`src/qp_pkg.sv`:
```
// Constants for the four-channel modulator block with port C takeover.
// Assumes a single 100 MHz clock and an AXI4-Lite master on the register side.
package qp_pkg;

  // Geometry
  localparam int NUM_CH = 4;
  localparam int CNT_W = 24;
  localparam int PORT_W = 8;
  localparam int PIN_BASE = 4;

  // Timing
  localparam int CLK_PERIOD_NS = 10;
  localparam int MAX_FREQ_MHZ = 25;
  localparam int MIN_PERIOD_CYC = (1000 + MAX_FREQ_MHZ * CLK_PERIOD_NS - 1)
                                  / (MAX_FREQ_MHZ * CLK_PERIOD_NS);

  // Register byte offsets
  localparam logic [7:0] CTRL_OFS = 8'h00;
  localparam logic [7:0] DIR_OFS = 8'h04;
  localparam logic [7:0] OUT_OFS = 8'h08;
  localparam logic [7:0] IN_OFS = 8'h0c;
  localparam logic [7:0] STAT_OFS = 8'h10;
  localparam logic [7:0] CH_BASE = 8'h20;
  localparam logic [7:0] CH_STRIDE = 8'h08;
  localparam logic [7:0] DUTY_SUB = 8'h04;
  localparam logic [7:0] CNT_BASE = 8'h40;
  localparam logic [7:0] CNT_STRIDE = 8'h04;

  // Control field positions
  localparam int RUN_LSB = 0;
  localparam int OEN_LSB = 4;
  localparam int POL_LSB = 8;
  localparam int CTRL_W = 12;

  // Reset values
  localparam logic [CTRL_W-1:0] CTRL_RST = 12'h000;
  localparam logic [7:0] DIR_RST = 8'h00;
  localparam logic [7:0] OUT_RST = 8'h00;
  localparam logic [23:0] PERIOD_RST = 24'h000003;
  localparam logic [23:0] DUTY_RST = 24'h000000;

  // Bus answers
  localparam logic [1:0] RESP_OKAY = 2'b00;
  localparam logic [1:0] RESP_DECERR = 2'b11;

endpackage

```
`src/qp_pwm_top.sv`:
```
// Four 24-bit modulators with port C line takeover, behind an AXI4-Lite slave.
// Assumes one clock, synchronous reset, and port C pins that come from outside.
//
// How it works
// Four independent channels are built, each with 24-bit counters.
// A channel makes a square wave up to 25 MHz, duty 0% to 100%, extremes constant.
// Each channel has a polarity bit choosing whether the active part is high or low.
// Each channel has a period counter and a duty counter loaded from software values.
// On start both counters count down from the same cycle and the output goes active.
// A duty counter at zero holds there and the output is inactive for the rest.
// A period counter at zero reloads both counters and the output goes active again.
// Software may change the duty value while the channel keeps running.
// A running, enabled channel drives its I/O line and forces it to output.
// Channels 0 to 3 drive port C bits 4 to 7 in ascending order.
// Every port C line has its own direction bit.
// After reset every port C line is an input.
// A stopped or disabled channel gives the line back to its software settings.
// A new duty value takes effect at the next period reload, never mid-pulse.
//
// Implementation choices: the placing of the registers and the AXI4-Lite register port.
`timescale 1ns/1ps

module qp_pwm_top #(
  parameter int NUM_CH = qp_pkg::NUM_CH,
  parameter int CNT_W = qp_pkg::CNT_W,
  parameter int PORT_W = qp_pkg::PORT_W
) (
  input wire logic core_clk,
  input wire logic reset,
  input wire logic [7:0] s_axi_awaddr,
  input wire logic s_axi_awvalid,
  output logic s_axi_awready,
  input wire logic [31:0] s_axi_wdata,
  input wire logic [3:0] s_axi_wstrb,
  input wire logic s_axi_wvalid,
  output logic s_axi_wready,
  output logic [1:0] s_axi_bresp,
  output logic s_axi_bvalid,
  input wire logic s_axi_bready,
  input wire logic [7:0] s_axi_araddr,
  input wire logic s_axi_arvalid,
  output logic s_axi_arready,
  output logic [31:0] s_axi_rdata,
  output logic [1:0] s_axi_rresp,
  output logic s_axi_rvalid,
  input wire logic s_axi_rready,
  input wire logic [PORT_W-1:0] port_c_lines_i,
  output logic [PORT_W-1:0] port_c_lines_o,
  output logic [PORT_W-1:0] port_c_lines_oe
);

  typedef logic [qp_pkg::CTRL_W-1:0] qp_ctrl_t;

  // Byte-lane merge for narrow and wide registers alike
  function automatic logic [31:0] qp_merge(
    input logic [31:0] old_v,
    input logic [31:0] new_v,
    input logic [3:0] strb
  );
    logic [31:0] r;
    r = old_v;
    for (int b = 0; b < 4; b++) begin
      if (strb[b]) begin
        r[b*8 +: 8] = new_v[b*8 +: 8];
      end
    end
    return r;
  endfunction

  // Write channel capture
  logic aw_full_q;
  logic w_full_q;
  logic [7:0] awaddr_q;
  logic [31:0] wdata_q;
  logic [3:0] wstrb_q;
  logic bvalid_q;
  logic [1:0] bresp_q;
  logic wr_en;
  logic wr_hit;

  // Read channel
  logic rvalid_q;
  logic [31:0] rdata_q;
  logic [1:0] rresp_q;
  logic [31:0] rd_val;
  logic rd_hit;

  // Software state
  logic [qp_pkg::CTRL_W-1:0] ctrl_q;
  logic [PORT_W-1:0] dir_q;
  logic [PORT_W-1:0] out_q;
  logic [CNT_W-1:0] period_q [NUM_CH];
  logic [CNT_W-1:0] duty_q [NUM_CH];

  // Channel state
  logic [NUM_CH-1:0] running_q;
  logic [NUM_CH-1:0] level;
  logic [NUM_CH-1:0] take;
  logic [CNT_W-1:0] pcnt_q [NUM_CH];
  logic [CNT_W-1:0] dcnt_q [NUM_CH];

  // Pin side
  logic [PORT_W-1:0] pin_meta_q;
  logic [PORT_W-1:0] pin_sync_q;
  logic [PORT_W-1:0] pin_o_q;
  logic [PORT_W-1:0] pin_oe_q;

  assign s_axi_awready = ~aw_full_q;
  assign s_axi_wready = ~w_full_q;
  assign s_axi_bvalid = bvalid_q;
  assign s_axi_bresp = bresp_q;
  assign s_axi_arready = ~rvalid_q;
  assign s_axi_rvalid = rvalid_q;
  assign s_axi_rdata = rdata_q;
  assign s_axi_rresp = rresp_q;
  assign port_c_lines_o = pin_o_q;
  assign port_c_lines_oe = pin_oe_q;

  // Write takes place once both address and data are held and no answer is pending
  assign wr_en = aw_full_q & w_full_q & ~bvalid_q;

  always_ff @(posedge core_clk) begin
    if (reset) begin
      aw_full_q <= 1'b0;
      awaddr_q <= 8'h00;
    end else if (s_axi_awvalid && !aw_full_q) begin
      aw_full_q <= 1'b1;
      awaddr_q <= s_axi_awaddr;
    end else if (wr_en) begin
      aw_full_q <= 1'b0;
    end
  end

  always_ff @(posedge core_clk) begin
    if (reset) begin
      w_full_q <= 1'b0;
      wdata_q <= 32'h0000_0000;
      wstrb_q <= 4'h0;
    end else if (s_axi_wvalid && !w_full_q) begin
      w_full_q <= 1'b1;
      wdata_q <= s_axi_wdata;
      wstrb_q <= s_axi_wstrb;
    end else if (wr_en) begin
      w_full_q <= 1'b0;
    end
  end

  // Write decode: only the word-aligned offsets below are mapped
  always_comb begin
    wr_hit = 1'b0;
    if (awaddr_q[1:0] == 2'b00) begin
      if (awaddr_q == qp_pkg::CTRL_OFS || awaddr_q == qp_pkg::DIR_OFS ||
          awaddr_q == qp_pkg::OUT_OFS) begin
        wr_hit = 1'b1;
      end
      for (int c = 0; c < NUM_CH; c++) begin
        if (awaddr_q == 8'(qp_pkg::CH_BASE + c * qp_pkg::CH_STRIDE) ||
            awaddr_q == 8'(qp_pkg::CH_BASE + c * qp_pkg::CH_STRIDE + qp_pkg::DUTY_SUB)) begin
          wr_hit = 1'b1;
        end
      end
    end
  end

  always_ff @(posedge core_clk) begin
    if (reset) begin
      bvalid_q <= 1'b0;
      bresp_q <= qp_pkg::RESP_OKAY;
    end else if (wr_en) begin
      bvalid_q <= 1'b1;
      bresp_q <= wr_hit ? qp_pkg::RESP_OKAY : qp_pkg::RESP_DECERR;
    end else if (bvalid_q && s_axi_bready) begin
      bvalid_q <= 1'b0;
    end
  end

  always_ff @(posedge core_clk) begin
    if (reset) begin
      ctrl_q <= qp_pkg::CTRL_RST;
    end else if (wr_en && awaddr_q == qp_pkg::CTRL_OFS) begin
      ctrl_q <= qp_ctrl_t'(qp_merge(32'(ctrl_q), wdata_q, wstrb_q));
    end
  end

  always_ff @(posedge core_clk) begin
    if (reset) begin
      dir_q <= qp_pkg::DIR_RST;
    end else if (wr_en && awaddr_q == qp_pkg::DIR_OFS) begin
      dir_q <= PORT_W'(qp_merge(32'(dir_q), wdata_q, wstrb_q));
    end
  end

  always_ff @(posedge core_clk) begin
    if (reset) begin
      out_q <= qp_pkg::OUT_RST;
    end else if (wr_en && awaddr_q == qp_pkg::OUT_OFS) begin
      out_q <= PORT_W'(qp_merge(32'(out_q), wdata_q, wstrb_q));
    end
  end

  // Pins come from outside, so two flops before anything reads them
  always_ff @(posedge core_clk) begin
    if (reset) begin
      pin_meta_q <= '0;
      pin_sync_q <= '0;
    end else begin
      pin_meta_q <= port_c_lines_i;
      pin_sync_q <= pin_meta_q;
    end
  end

  genvar g;
  generate
    for (g = 0; g < NUM_CH; g++) begin : gen_ch
      localparam logic [7:0] PER_A = 8'(qp_pkg::CH_BASE + g * qp_pkg::CH_STRIDE);
      localparam logic [7:0] DUT_A = 8'(PER_A + qp_pkg::DUTY_SUB);
      logic run_bit;
      logic [CNT_W-1:0] per_load;

      assign run_bit = ctrl_q[qp_pkg::RUN_LSB + g];
      // Periods shorter than the floor would exceed the top output rate
      assign per_load = (period_q[g] < CNT_W'(qp_pkg::MIN_PERIOD_CYC - 1)) ?
                        CNT_W'(qp_pkg::MIN_PERIOD_CYC - 1) : period_q[g];

      always_ff @(posedge core_clk) begin
        if (reset) begin
          period_q[g] <= CNT_W'(qp_pkg::PERIOD_RST);
        end else if (wr_en && awaddr_q == PER_A) begin
          period_q[g] <= CNT_W'(qp_merge(32'(period_q[g]), wdata_q, wstrb_q));
        end
      end

      // Duty may be rewritten at any time; counters pick it up only on start or reload
      always_ff @(posedge core_clk) begin
        if (reset) begin
          duty_q[g] <= CNT_W'(qp_pkg::DUTY_RST);
        end else if (wr_en && awaddr_q == DUT_A) begin
          duty_q[g] <= CNT_W'(qp_merge(32'(duty_q[g]), wdata_q, wstrb_q));
        end
      end

      always_ff @(posedge core_clk) begin
        if (reset) begin
          running_q[g] <= 1'b0;
          pcnt_q[g] <= '0;
          dcnt_q[g] <= '0;
        end else if (!run_bit) begin
          running_q[g] <= 1'b0;
          dcnt_q[g] <= '0;
        end else if (!running_q[g]) begin
          running_q[g] <= 1'b1;
          pcnt_q[g] <= per_load;
          dcnt_q[g] <= duty_q[g];
        end else if (pcnt_q[g] == '0) begin
          pcnt_q[g] <= per_load;
          dcnt_q[g] <= duty_q[g];
        end else begin
          pcnt_q[g] <= pcnt_q[g] - 1'b1;
          if (dcnt_q[g] != '0) begin
            dcnt_q[g] <= dcnt_q[g] - 1'b1;
          end
        end
      end

      // Active while duty remains; polarity bit 1 means active high
      assign level[g] = running_q[g] &
        ((dcnt_q[g] != '0) ~^ ctrl_q[qp_pkg::POL_LSB + g]);
      assign take[g] = running_q[g] & ctrl_q[qp_pkg::OEN_LSB + g];
    end
  endgenerate

  // Per-line mux between software settings and a channel taking the line
  always_ff @(posedge core_clk) begin
    if (reset) begin
      pin_o_q <= '0;
      pin_oe_q <= '0;
    end else begin
      for (int b = 0; b < PORT_W; b++) begin
        pin_o_q[b] <= out_q[b];
        pin_oe_q[b] <= dir_q[b];
      end
      // Looping over channels keeps every line index in range
      for (int c = 0; c < NUM_CH; c++) begin
        if (take[c]) begin
          pin_o_q[qp_pkg::PIN_BASE + c] <= level[c];
          pin_oe_q[qp_pkg::PIN_BASE + c] <= 1'b1;
        end
      end
    end
  end

  // Read decode
  always_comb begin
    rd_val = 32'h0000_0000;
    rd_hit = 1'b0;
    if (s_axi_araddr[1:0] == 2'b00) begin
      case (s_axi_araddr)
        qp_pkg::CTRL_OFS: begin
          rd_val = 32'(ctrl_q);
          rd_hit = 1'b1;
        end
        qp_pkg::DIR_OFS: begin
          rd_val = 32'(dir_q);
          rd_hit = 1'b1;
        end
        qp_pkg::OUT_OFS: begin
          rd_val = 32'(out_q);
          rd_hit = 1'b1;
        end
        qp_pkg::IN_OFS: begin
          rd_val = 32'(pin_sync_q);
          rd_hit = 1'b1;
        end
        qp_pkg::STAT_OFS: begin
          rd_val = 32'({level, running_q});
          rd_hit = 1'b1;
        end
        default: begin
          rd_val = 32'h0000_0000;
        end
      endcase
      for (int c = 0; c < NUM_CH; c++) begin
        if (s_axi_araddr == 8'(qp_pkg::CH_BASE + c * qp_pkg::CH_STRIDE)) begin
          rd_val = 32'(period_q[c]);
          rd_hit = 1'b1;
        end
        if (s_axi_araddr ==
            8'(qp_pkg::CH_BASE + c * qp_pkg::CH_STRIDE + qp_pkg::DUTY_SUB)) begin
          rd_val = 32'(duty_q[c]);
          rd_hit = 1'b1;
        end
        if (s_axi_araddr == 8'(qp_pkg::CNT_BASE + c * qp_pkg::CNT_STRIDE)) begin
          rd_val = 32'(pcnt_q[c]);
          rd_hit = 1'b1;
        end
      end
    end
  end

  always_ff @(posedge core_clk) begin
    if (reset) begin
      rvalid_q <= 1'b0;
      rdata_q <= 32'h0000_0000;
      rresp_q <= qp_pkg::RESP_OKAY;
    end else if (s_axi_arvalid && !rvalid_q) begin
      rvalid_q <= 1'b1;
      rdata_q <= rd_val;
      rresp_q <= rd_hit ? qp_pkg::RESP_OKAY : qp_pkg::RESP_DECERR;
    end else if (rvalid_q && s_axi_rready) begin
      rvalid_q <= 1'b0;
    end
  end

endmodule // qp_pwm_top

```
`config.mk`:
```
export PLATFORM = sky130hd
export DESIGN_NAME = qp_pwm_top
export DESIGN_NICKNAME = d
export VERILOG_FILES = /design/src/qp_pkg.sv /design/src/qp_pwm_top.sv
export SDC_FILE = /design/constraint.sdc
export NUM_CORES = 1
export LEC_CHECK = 0
export ABC_AREA = 1
export BUFFER_PORTS_ARGS = -buffer_cell sky130_fd_sc_hd__buf_2
export CORE_AREA = 8 8 328 251
export DETAILED_ROUTE_END_ITERATION = 10
export DIE_AREA = 0 0 336 259
export GPL_ROUTABILITY_DRIVEN = 0
export PLACE_DENSITY = 0.56
export SYNTH_ARGS = -nofsm -noshare
export SYNTH_HDL_FRONTEND = slang
export SYNTH_SLANG_ARGS = --single-unit
export TNS_END_PERCENT = 100
```
`constraint.sdc`:
```
create_clock -name core_clk -period 6.5 [get_ports core_clk]
set_clock_uncertainty 0.15 [all_clocks]
set_input_delay 0.325 -clock core_clk [delete_from_list [all_inputs] [get_ports core_clk]]
set_output_delay 0.325 -clock core_clk [all_outputs]
set_load 0.05 [all_outputs]
```
==> impl_metrics.yaml, run 1 <==
setup_path:
  timing.critical_path.arrival_ns: 4.25
  r2r.worst_path.cells: 12
  critical_path.reg2reg.startpoint: "pcnt_q[0][0]"
  worstSetupPathType: "flip-flop to flip-flop"
  r2r_slack_ns: 2.36
  timing.rr.end: "dcnt_q[0][1]"
  worstPathRequired_ns: 6.61
  cp_max_fo: 24
  setup_crit_start_kind: "flip-flop"
  worstSetupStartpoint: "pcnt_q[0][0]"
  setup.worst_path.end_class: "flip-flop"
timing:
  rsz0062_at_grt: "no"
  fmax_mhz: 242
  final_period_minus_worst_setup_slack_ns: 4.14
  max_slew_margin_pct: 14.8
  hold_violations: 0
  setup_total_negative_slack_ns: 0
  timing.final.max_slew_violations: 0
  timing_worst_slew_pin_value_ns: 1.26
  fin_crit_sh_pct: 63.6
  timing.final.setup_violations: 0
worst_hold_path:
  min_from: "reset"
  hold_path.class: "input pin to flip-flop"
  min_to: "pin_sync_q[7]"
  min_delay_path_depth: 2
grt:
  grt_start_max_net_pins: 59
  first_global_vias: 21200
  residual_overflow_from_global_routing: 0
  antenna_violations_before_repair: 5
  grt_first_pass_wirelength_um: 140000
  grtUsageTotal_pct: 21.3
power_and_ir_drop:
  leakagePower_nw: 12.4
  ir_worst_vdd_uv: 203
  p_per_area_nw_per_um2: 245
drt:
  dr.pass1.iters: 6
  topRoutingLayerUsed: "met5"
  routed-wl-met3_um: 12300
  detail_route.wirelength.met1_um: 42800
  drt_iter0_markers: 2896
  avgRoutedWirePerCell_um: 22.4
  wl_met2_um: 38300
  detail_route.wirelength_um: 96100
  drt.antenna.violating_nets: 0
  remaining_drc_errors: 0
  vias_per_cell: 5.35
  vias: 23000
floorplan:
  die_area_um2: 87000
  fp.dieH_um: 259
  width_of_the_die_um: 336
  core.rowCount: 89
  fp.coreArea_um2: 77400
  initial_core_util_pct: 34.5
  design.portCount: 124
cells_and_area:
  fillerInstances: 7884
  most-common-layout-cells: "481 x sky130_fd_sc_hd__nand2_1, 478 x sky130_fd_sc_hd__nor2_1, 384 x sky130_fd_sc_hd__edfxtp_1, 333 x sky130_fd_sc_hd__inv_1, 263 x sky130_fd_sc_hd__o21ai_0"
  share_of_post_route_cells_with_drive_strength_above_1_pct: 9.26
  multiInputGateArea_um2: 10600
  layout.cell_area.non_filler_um2: 30500
  synthToLayoutAreaGrowth_pct: 14.2
  number_of_nets_in_the_layout: 3278
  layout.cells.most_common: "sky130_fd_sc_hd__nand2_1"
  sequential_cell_area_um2: 14100
yosys:
  syn_inst: 3102
  synth.cell_area_um2: 26700
  synth_seq_cells: 513
  synth-edff-count: 384
  synth_flop_cell: "sky130_fd_sc_hd__edfxtp_1"
  synth.yosys.seq_area_share_pct: 52.9
  ys.warnings.count: 0
  synth_cell_types: 61
  average_cell_area_after_synthesis_um2: 8.61
  async_reset_ff_share_pct: 0
clock_tree:
  cts.sinks: 513
  cts_tree: "done"
  cts_inserted_buffers: 54
  worst_setup_hold_path_clk_slew_ns: 0.07
  ctsRootBufferMaster: "sky130_fd_sc_hd__clkbuf_16"
  clk-insertion-delay-late_ns: 0.67
  clk_path_buf_depth: 3
  cts_htree_levels: 2
run:
  cap_viol_max_count: 0
status:
  status: "completed"
placed_design:
  place.port_buffers: 106
  place_hpwl_um: 68700
  placed_cell_area_um2: 28100
cells in the mapped netlist (17+ instances only):
cell,count,area [um^2]
sky130_fd_sc_hd__xnor2_1,53,464
sky130_fd_sc_hd__dfxtp_1,129,2580
sky130_fd_sc_hd__o21ai_0,263,1320
sky130_fd_sc_hd__edfxtp_1,384,11500
sky130_fd_sc_hd__buf_2,24,120
sky130_fd_sc_hd__nand2_1,481,1810
sky130_fd_sc_hd__o21ai_1,20,100
sky130_fd_sc_hd__inv_1,334,1250
sky130_fd_sc_hd__o22ai_1,50,313
sky130_fd_sc_hd__clkinv_1,17,63.8
sky130_fd_sc_hd__nand4_1,50,313
sky130_fd_sc_hd__nor2_1,480,1800
sky130_fd_sc_hd__nand3_1,155,776
sky130_fd_sc_hd__a32o_1,20,200
sky130_fd_sc_hd__a21oi_1,186,931
sky130_fd_sc_hd__nor3_1,58,290
sky130_fd_sc_hd__xor2_1,87,762
sky130_fd_sc_hd__nor4_1,28,175
sky130_fd_sc_hd__clkbuf_1,89,334
per-layer routing:
layer  up-vias  global-route usage, %
li1      10700                      -
met1     11000                   31.4
met2      1150                   29.4
met3       141                   7.07
met4         2                   6.07
met5         -                      0
sequential cells by signal, summed over array words and instances (netlist names):
signal / flops
port_c_lines_oe: 8
w_full_q: 1
dir_q: 8
pcnt_q: 96
pin_sync_q: 8
s_axi_rvalid: 1
awaddr_q: 8
pin_meta_q: 8
s_axi_rdata: 24
ctrl_q: 12
wstrb_q: 3
period_q: 96
port_c_lines_o: 8
duty_q: 96
running_q: 4
out_q: 8
aw_full_q: 1
s_axi_rresp: 1
s_axi_bresp: 1
s_axi_bvalid: 1
dcnt_q: 96
wdata_q: 24
metrics by stage:
stage          power [W]  util (%)  worst slack, ns  hold slack, ns  std cells
5_1_grt          0.00764      39.4             2.17           0.214       4296
6_report         0.00746      39.4             2.36           0.205       4296
3_3_place_gp     0.00417      36.3             2.44           0.251       4145
3_5_place_dp     0.00417      36.3             2.41           0.251       4145
2_1_floorplan    0.00396         -             3.70           0.238       3109
4_1_cts          0.00747      39.4             2.36           0.157       4295
worst max-delay path, stage by stage, from the launching register on:
cell and delay [ns]:
sky130_fd_sc_hd__edfxtp_1 0.42, sky130_fd_sc_hd__inv_1 0.12, sky130_fd_sc_hd__ha_1 0.23, sky130_fd_sc_hd__inv_1 0.06, sky130_fd_sc_hd__nor2_1 0.28, sky130_fd_sc_hd__nand3_1 0.11, sky130_fd_sc_hd__nor2_1 0.25, sky130_fd_sc_hd__nand4_1 0.16
sky130_fd_sc_hd__nand2_1 0.11, sky130_fd_sc_hd__inv_1 0.04, sky130_fd_sc_hd__nand2_1 0.45, sky130_fd_sc_hd__inv_1 0.43, sky130_fd_sc_hd__nand2_1 0.90
report_power, final:
part           leakage (nW)  internal, W  switching (W)
sequential             5.18      0.00359      0.0000819
clock                 0.911      0.00187        0.00145
combinational          6.27     0.000107       0.000353
total                  12.4      0.00557        0.00189
layout make-up:
| type | count | share of cell area, % |
|---|---|---|
| Inverter | 367 | 4.53 |
| Antenna cell | 1 | 0.00821 |
| Sequential cell | 513 | 46.3 |
| Timing Repair Buffer | 178 | 3.91 |
| Multi-Input combinational cell | 2089 | 34.8 |
| Tap cell | 1046 | 4.29 |
| Clock inverter | 26 | 1.07 |
| Clock buffer | 76 | 5.15 |
kinds of logic (layout without fill, tap and decap cells):
family / count (synthesis) / count (layout) / synth area share, %
fa+ha+maj: 8 / 8 / 0.375
flops: 513 / 513 / 52.9
compound gates: 602 / 602 / 12.5
simple gates: 1331 / 1331 / 22.0
xor+xnor: 140 / 140 / 4.59
buf+inv: 507 / 647 / 7.57
other cells: 1 / 9 / 0.0140
worst max-delay path by stage:
stage,end,depth (start not counted)
global placement,dcnt_q[3][1],10
detailed placement,dcnt_q[0][12],12
global route,dcnt_q[0][1],12
finish,dcnt_q[0][1],12
CTS,dcnt_q[0][10],12
floorplan,dcnt_q[3][0],11
repair_timing:
item | in CTS | in global routing
buffers inserted | 0 | 0
hold endpoints to repair | 47 | 0
hold buffers | 48 | 0
resized for setup | 0 | 0
Note: power is estimated with default switching activity, not from simulation.
==> run 2: changes to the inputs <==
ABC_AREA = 0   (was 1)
CORE_AREA = 8 8 329 251   (was 8 8 328 251)
DIE_AREA = 0 0 337 259   (was 0 0 336 259)
clock period = 4 ns   (was 6.5 ns; I/O delays follow)
==> impl_metrics.yaml, run 2 <==
yosys:
  synth_flop_cell: "sky130_fd_sc_hd__edfxtp_1"
  ys_top_cells_by_area: "sky130_fd_sc_hd__edfxtp_1 43%, sky130_fd_sc_hd__dfxtp_1 9.6%, sky130_fd_sc_hd__and2_1 4.4%, sky130_fd_sc_hd__xnor2_1 3.8%, sky130_fd_sc_hd__o2bb2ai_1 3.6%"
  synth_commonest_cells: "384 x sky130_fd_sc_hd__edfxtp_1, 253 x sky130_fd_sc_hd__nor2_1, 190 x sky130_fd_sc_hd__and2_1"
  ys.warnings.count: 0
  synth.cell_area_um2: 26800
  yosys.cell_count.top_type: "sky130_fd_sc_hd__edfxtp_1"
  average_cell_area_after_synthesis_um2: 10.5
  synth_area_leader_cell: "sky130_fd_sc_hd__edfxtp_1"
  synth.yosys.seq_area_share_pct: 52.7
  async_reset_ff_share_pct: 0
  syn_inst: 2561
  synth-edff-count: 384
  synth_cell_types: 79
  synth_seq_cells: 513
  netlist.area_leader.share_pct: 43.1
timing:
  timing.final.setup_violations: 0
  timing_worst_slew_pin_value_ns: 1.20
  hold_violations: 0
  timing.final.max_slew_violations: 0
  fmax_mhz: 276
  setup_total_negative_slack_ns: 0
  rsz0062_at_grt: "no"
  final_period_minus_worst_setup_slack_ns: 3.62
  fin_crit_sh_pct: 90.4
  max_slew_margin_pct: 20.3
worst_hold_path:
  hold_path.class: "input pin to flip-flop"
  min_to: "pin_meta_q[2]"
  min_delay_path_depth: 3
  min_from: "port_c_lines_i[2]"
drt:
  avgRoutedWirePerCell_um: 26.9
  detail_route.wirelength_um: 101000
  vias_per_cell: 5.95
  dr.pass1.iters: 6
  vias: 22400
  drt_iter0_markers: 3068
  drt.antenna.violating_nets: 0
  remaining_drc_errors: 0
cells_and_area:
  number_of_nets_in_the_layout: 2751
  final_util_pct: 39.9
  most-common-layout-cells: "384 x sky130_fd_sc_hd__edfxtp_1, 253 x sky130_fd_sc_hd__nor2_1, 190 x sky130_fd_sc_hd__and2_1, 164 x sky130_fd_sc_hd__nand2_1, 138 x sky130_fd_sc_hd__a21oi_1"
  synthToLayoutAreaGrowth_pct: 15.6
  layout.cells.most_common: "sky130_fd_sc_hd__edfxtp_1"
  share_of_post_route_cells_with_drive_strength_above_1_pct: 12.3
setup_path:
  r2r_slack_ns: 0.38
  cp_max_fo: 47
  setup.worst_path.end_class: "flip-flop"
  worstSetupPathType: "flip-flop to flip-flop"
  setup_crit_start_kind: "flip-flop"
  worstPathRequired_ns: 4.19
  critical_path.reg2reg.startpoint: "pcnt_q[3][12]"
  timing.critical_path.arrival_ns: 3.81
  r2r.worst_path.cells: 7
  timing.rr.end: "pcnt_q[3][1]"
grt:
  first_global_vias: 21100
  grtUsageTotal_pct: 22.4
  grt_start_max_net_pins: 57
  antenna_violations_before_repair: 8
  residual_overflow_from_global_routing: 0
  grt_first_pass_wirelength_um: 146000
floorplan:
  initial_core_util_pct: 34.5
  width_of_the_die_um: 337
  design.portCount: 124
  fp.coreArea_um2: 77600
  core.rowCount: 89
  die_area_um2: 87300
  fp.dieH_um: 259
placed_design:
  place_hpwl_um: 74600
  place.port_buffers: 106
clock_tree:
  clk_path_buf_depth: 3
  clk-insertion-delay-late_ns: 0.64
  cts_inserted_buffers: 55
  cts_tree: "done"
  post-cts-setup-buffer-count: 0
  cts.sinks: 513
  cts_htree_levels: 2
  worst_setup_hold_path_clk_slew_ns: 0.07
  ctsRootBufferMaster: "sky130_fd_sc_hd__clkbuf_16"
power_and_ir_drop:
  leakagePower_nw: 11.4
  p_per_area_nw_per_um2: 393
  ir_worst_vdd_uv: 320
run:
  cap_viol_max_count: 0
status:
  status: "completed"
[run 2: changes by cell type in the layout (fill, tap and decap cells not counted), moves of 57 or more]
cell                        previous run  this run
sky130_fd_sc_hd__inv_1               333        26
sky130_fd_sc_hd__nor2_1              478       253
sky130_fd_sc_hd__buf_4                24        81
sky130_fd_sc_hd__o21ai_0             263        56
sky130_fd_sc_hd__a211oi_1              7        71
sky130_fd_sc_hd__o2bb2ai_1             0       109
sky130_fd_sc_hd__and2_1                0       190
sky130_fd_sc_hd__nand2_1             481       164
sky130_fd_sc_hd__xnor2_1              53       117
sky130_fd_sc_hd__nand3_1             155        33
[run 2: through the flow]
| step | power, W | cell area (um^2) | setup slack [ns] | hold slack (ns) | std cells |
|---|---|---|---|---|---|
| floorplan | 0.00644 | 26800 | 0.227 | 0.178 | 2568 |
| global placement | 0.00680 | 28600 | 0.498 | 0.274 | 3616 |
| detailed placement | 0.00682 | 28600 | 0.432 | 0.278 | 3616 |
| CTS | 0.0122 | 31000 | 0.414 | 0.141 | 3768 |
| global route | 0.0125 | 31000 | 0.267 | 0.180 | 3769 |
| finish | 0.0122 | 31000 | 0.383 | 0.159 | 3770 |
[run 2: how the worst max path moves through the flow]
stage	end	slack [ns]	depth (start not counted)	startpoint
6_report	pcnt_q[3][1]	0.38	7	pcnt_q[3][12]
5_1_grt	pcnt_q[3][0]	0.27	7	pcnt_q[3][10]
4_1_cts	pcnt_q[3][1]	0.41	7	pcnt_q[3][12]
3_5_place_dp	pcnt_q[3][1]	0.43	7	pcnt_q[3][12]
3_3_place_gp	s_axi_rdata[5]	0.50	8	dcnt_q[1][0]
2_1_floorplan	dcnt_q[2][0]	0.23	10	pcnt_q[2][0]
[run 2: cell families after synthesis]
family                     synth area share [%]
xor gates and xnor gates                   5.43
and+or+nand+nor                            19.0
AOI/OAI and AO/OA                          16.7
adders and majority gates                 0.374
muxes                                      2.55
other                                    0.0140
DFF                                        52.7
buffers and inverters                      3.28
[run 2: repair_timing]
| item | CTS | global route |
|---|---|---|
| hold endpoints to repair | 69 | 0 |
| hold buffers | 49 | 0 |
| gates resized for setup | 0 | 0 |
[run 2: worst max-delay path, stage by stage (launching register included)]
cell and delay, ns:
sky130_fd_sc_hd__edfxtp_1 0.45, sky130_fd_sc_hd__or4_4 0.59, sky130_fd_sc_hd__or4_1 0.56, sky130_fd_sc_hd__or4_1 0.56, sky130_fd_sc_hd__o31a_2 0.40, sky130_fd_sc_hd__buf_4 0.32, sky130_fd_sc_hd__nor3_1 0.25, sky130_fd_sc_hd__a211oi_1 0.06
[run 2: area by class of cell]
class                           count  area [um^2]
Antenna cell                        2         5.00
Clock buffer                       69         1560
Clock inverter                     34          339
Fill cell                        7566        46700
Inverter                           27          101
Multi-Input combinational cell   1843        11900
Sequential cell                   513        14100
Tap cell                         1046         1310
Timing Repair Buffer              236         1660
[run 2: report_power, final]
part           switching [W]  internal [W]  leakage [nW]  total (W)
Clock                0.00229       0.00310         0.936    0.00538
Combinational       0.000447      0.000225          5.30   0.000672
Sequential          0.000275       0.00583          5.18    0.00610
[run 2: per-layer routing]
metal | part of all wire, % | global-route usage (%) | up-vias
li1 | - | - | 9812
met1 | 41 | 31.1 | 11000
met2 | 42 | 32.9 | 1339
met4 | 4.2 | 8.33 | 4
met5 | 0.020 | 0 | -
met3 | 12 | 6.59 | 257
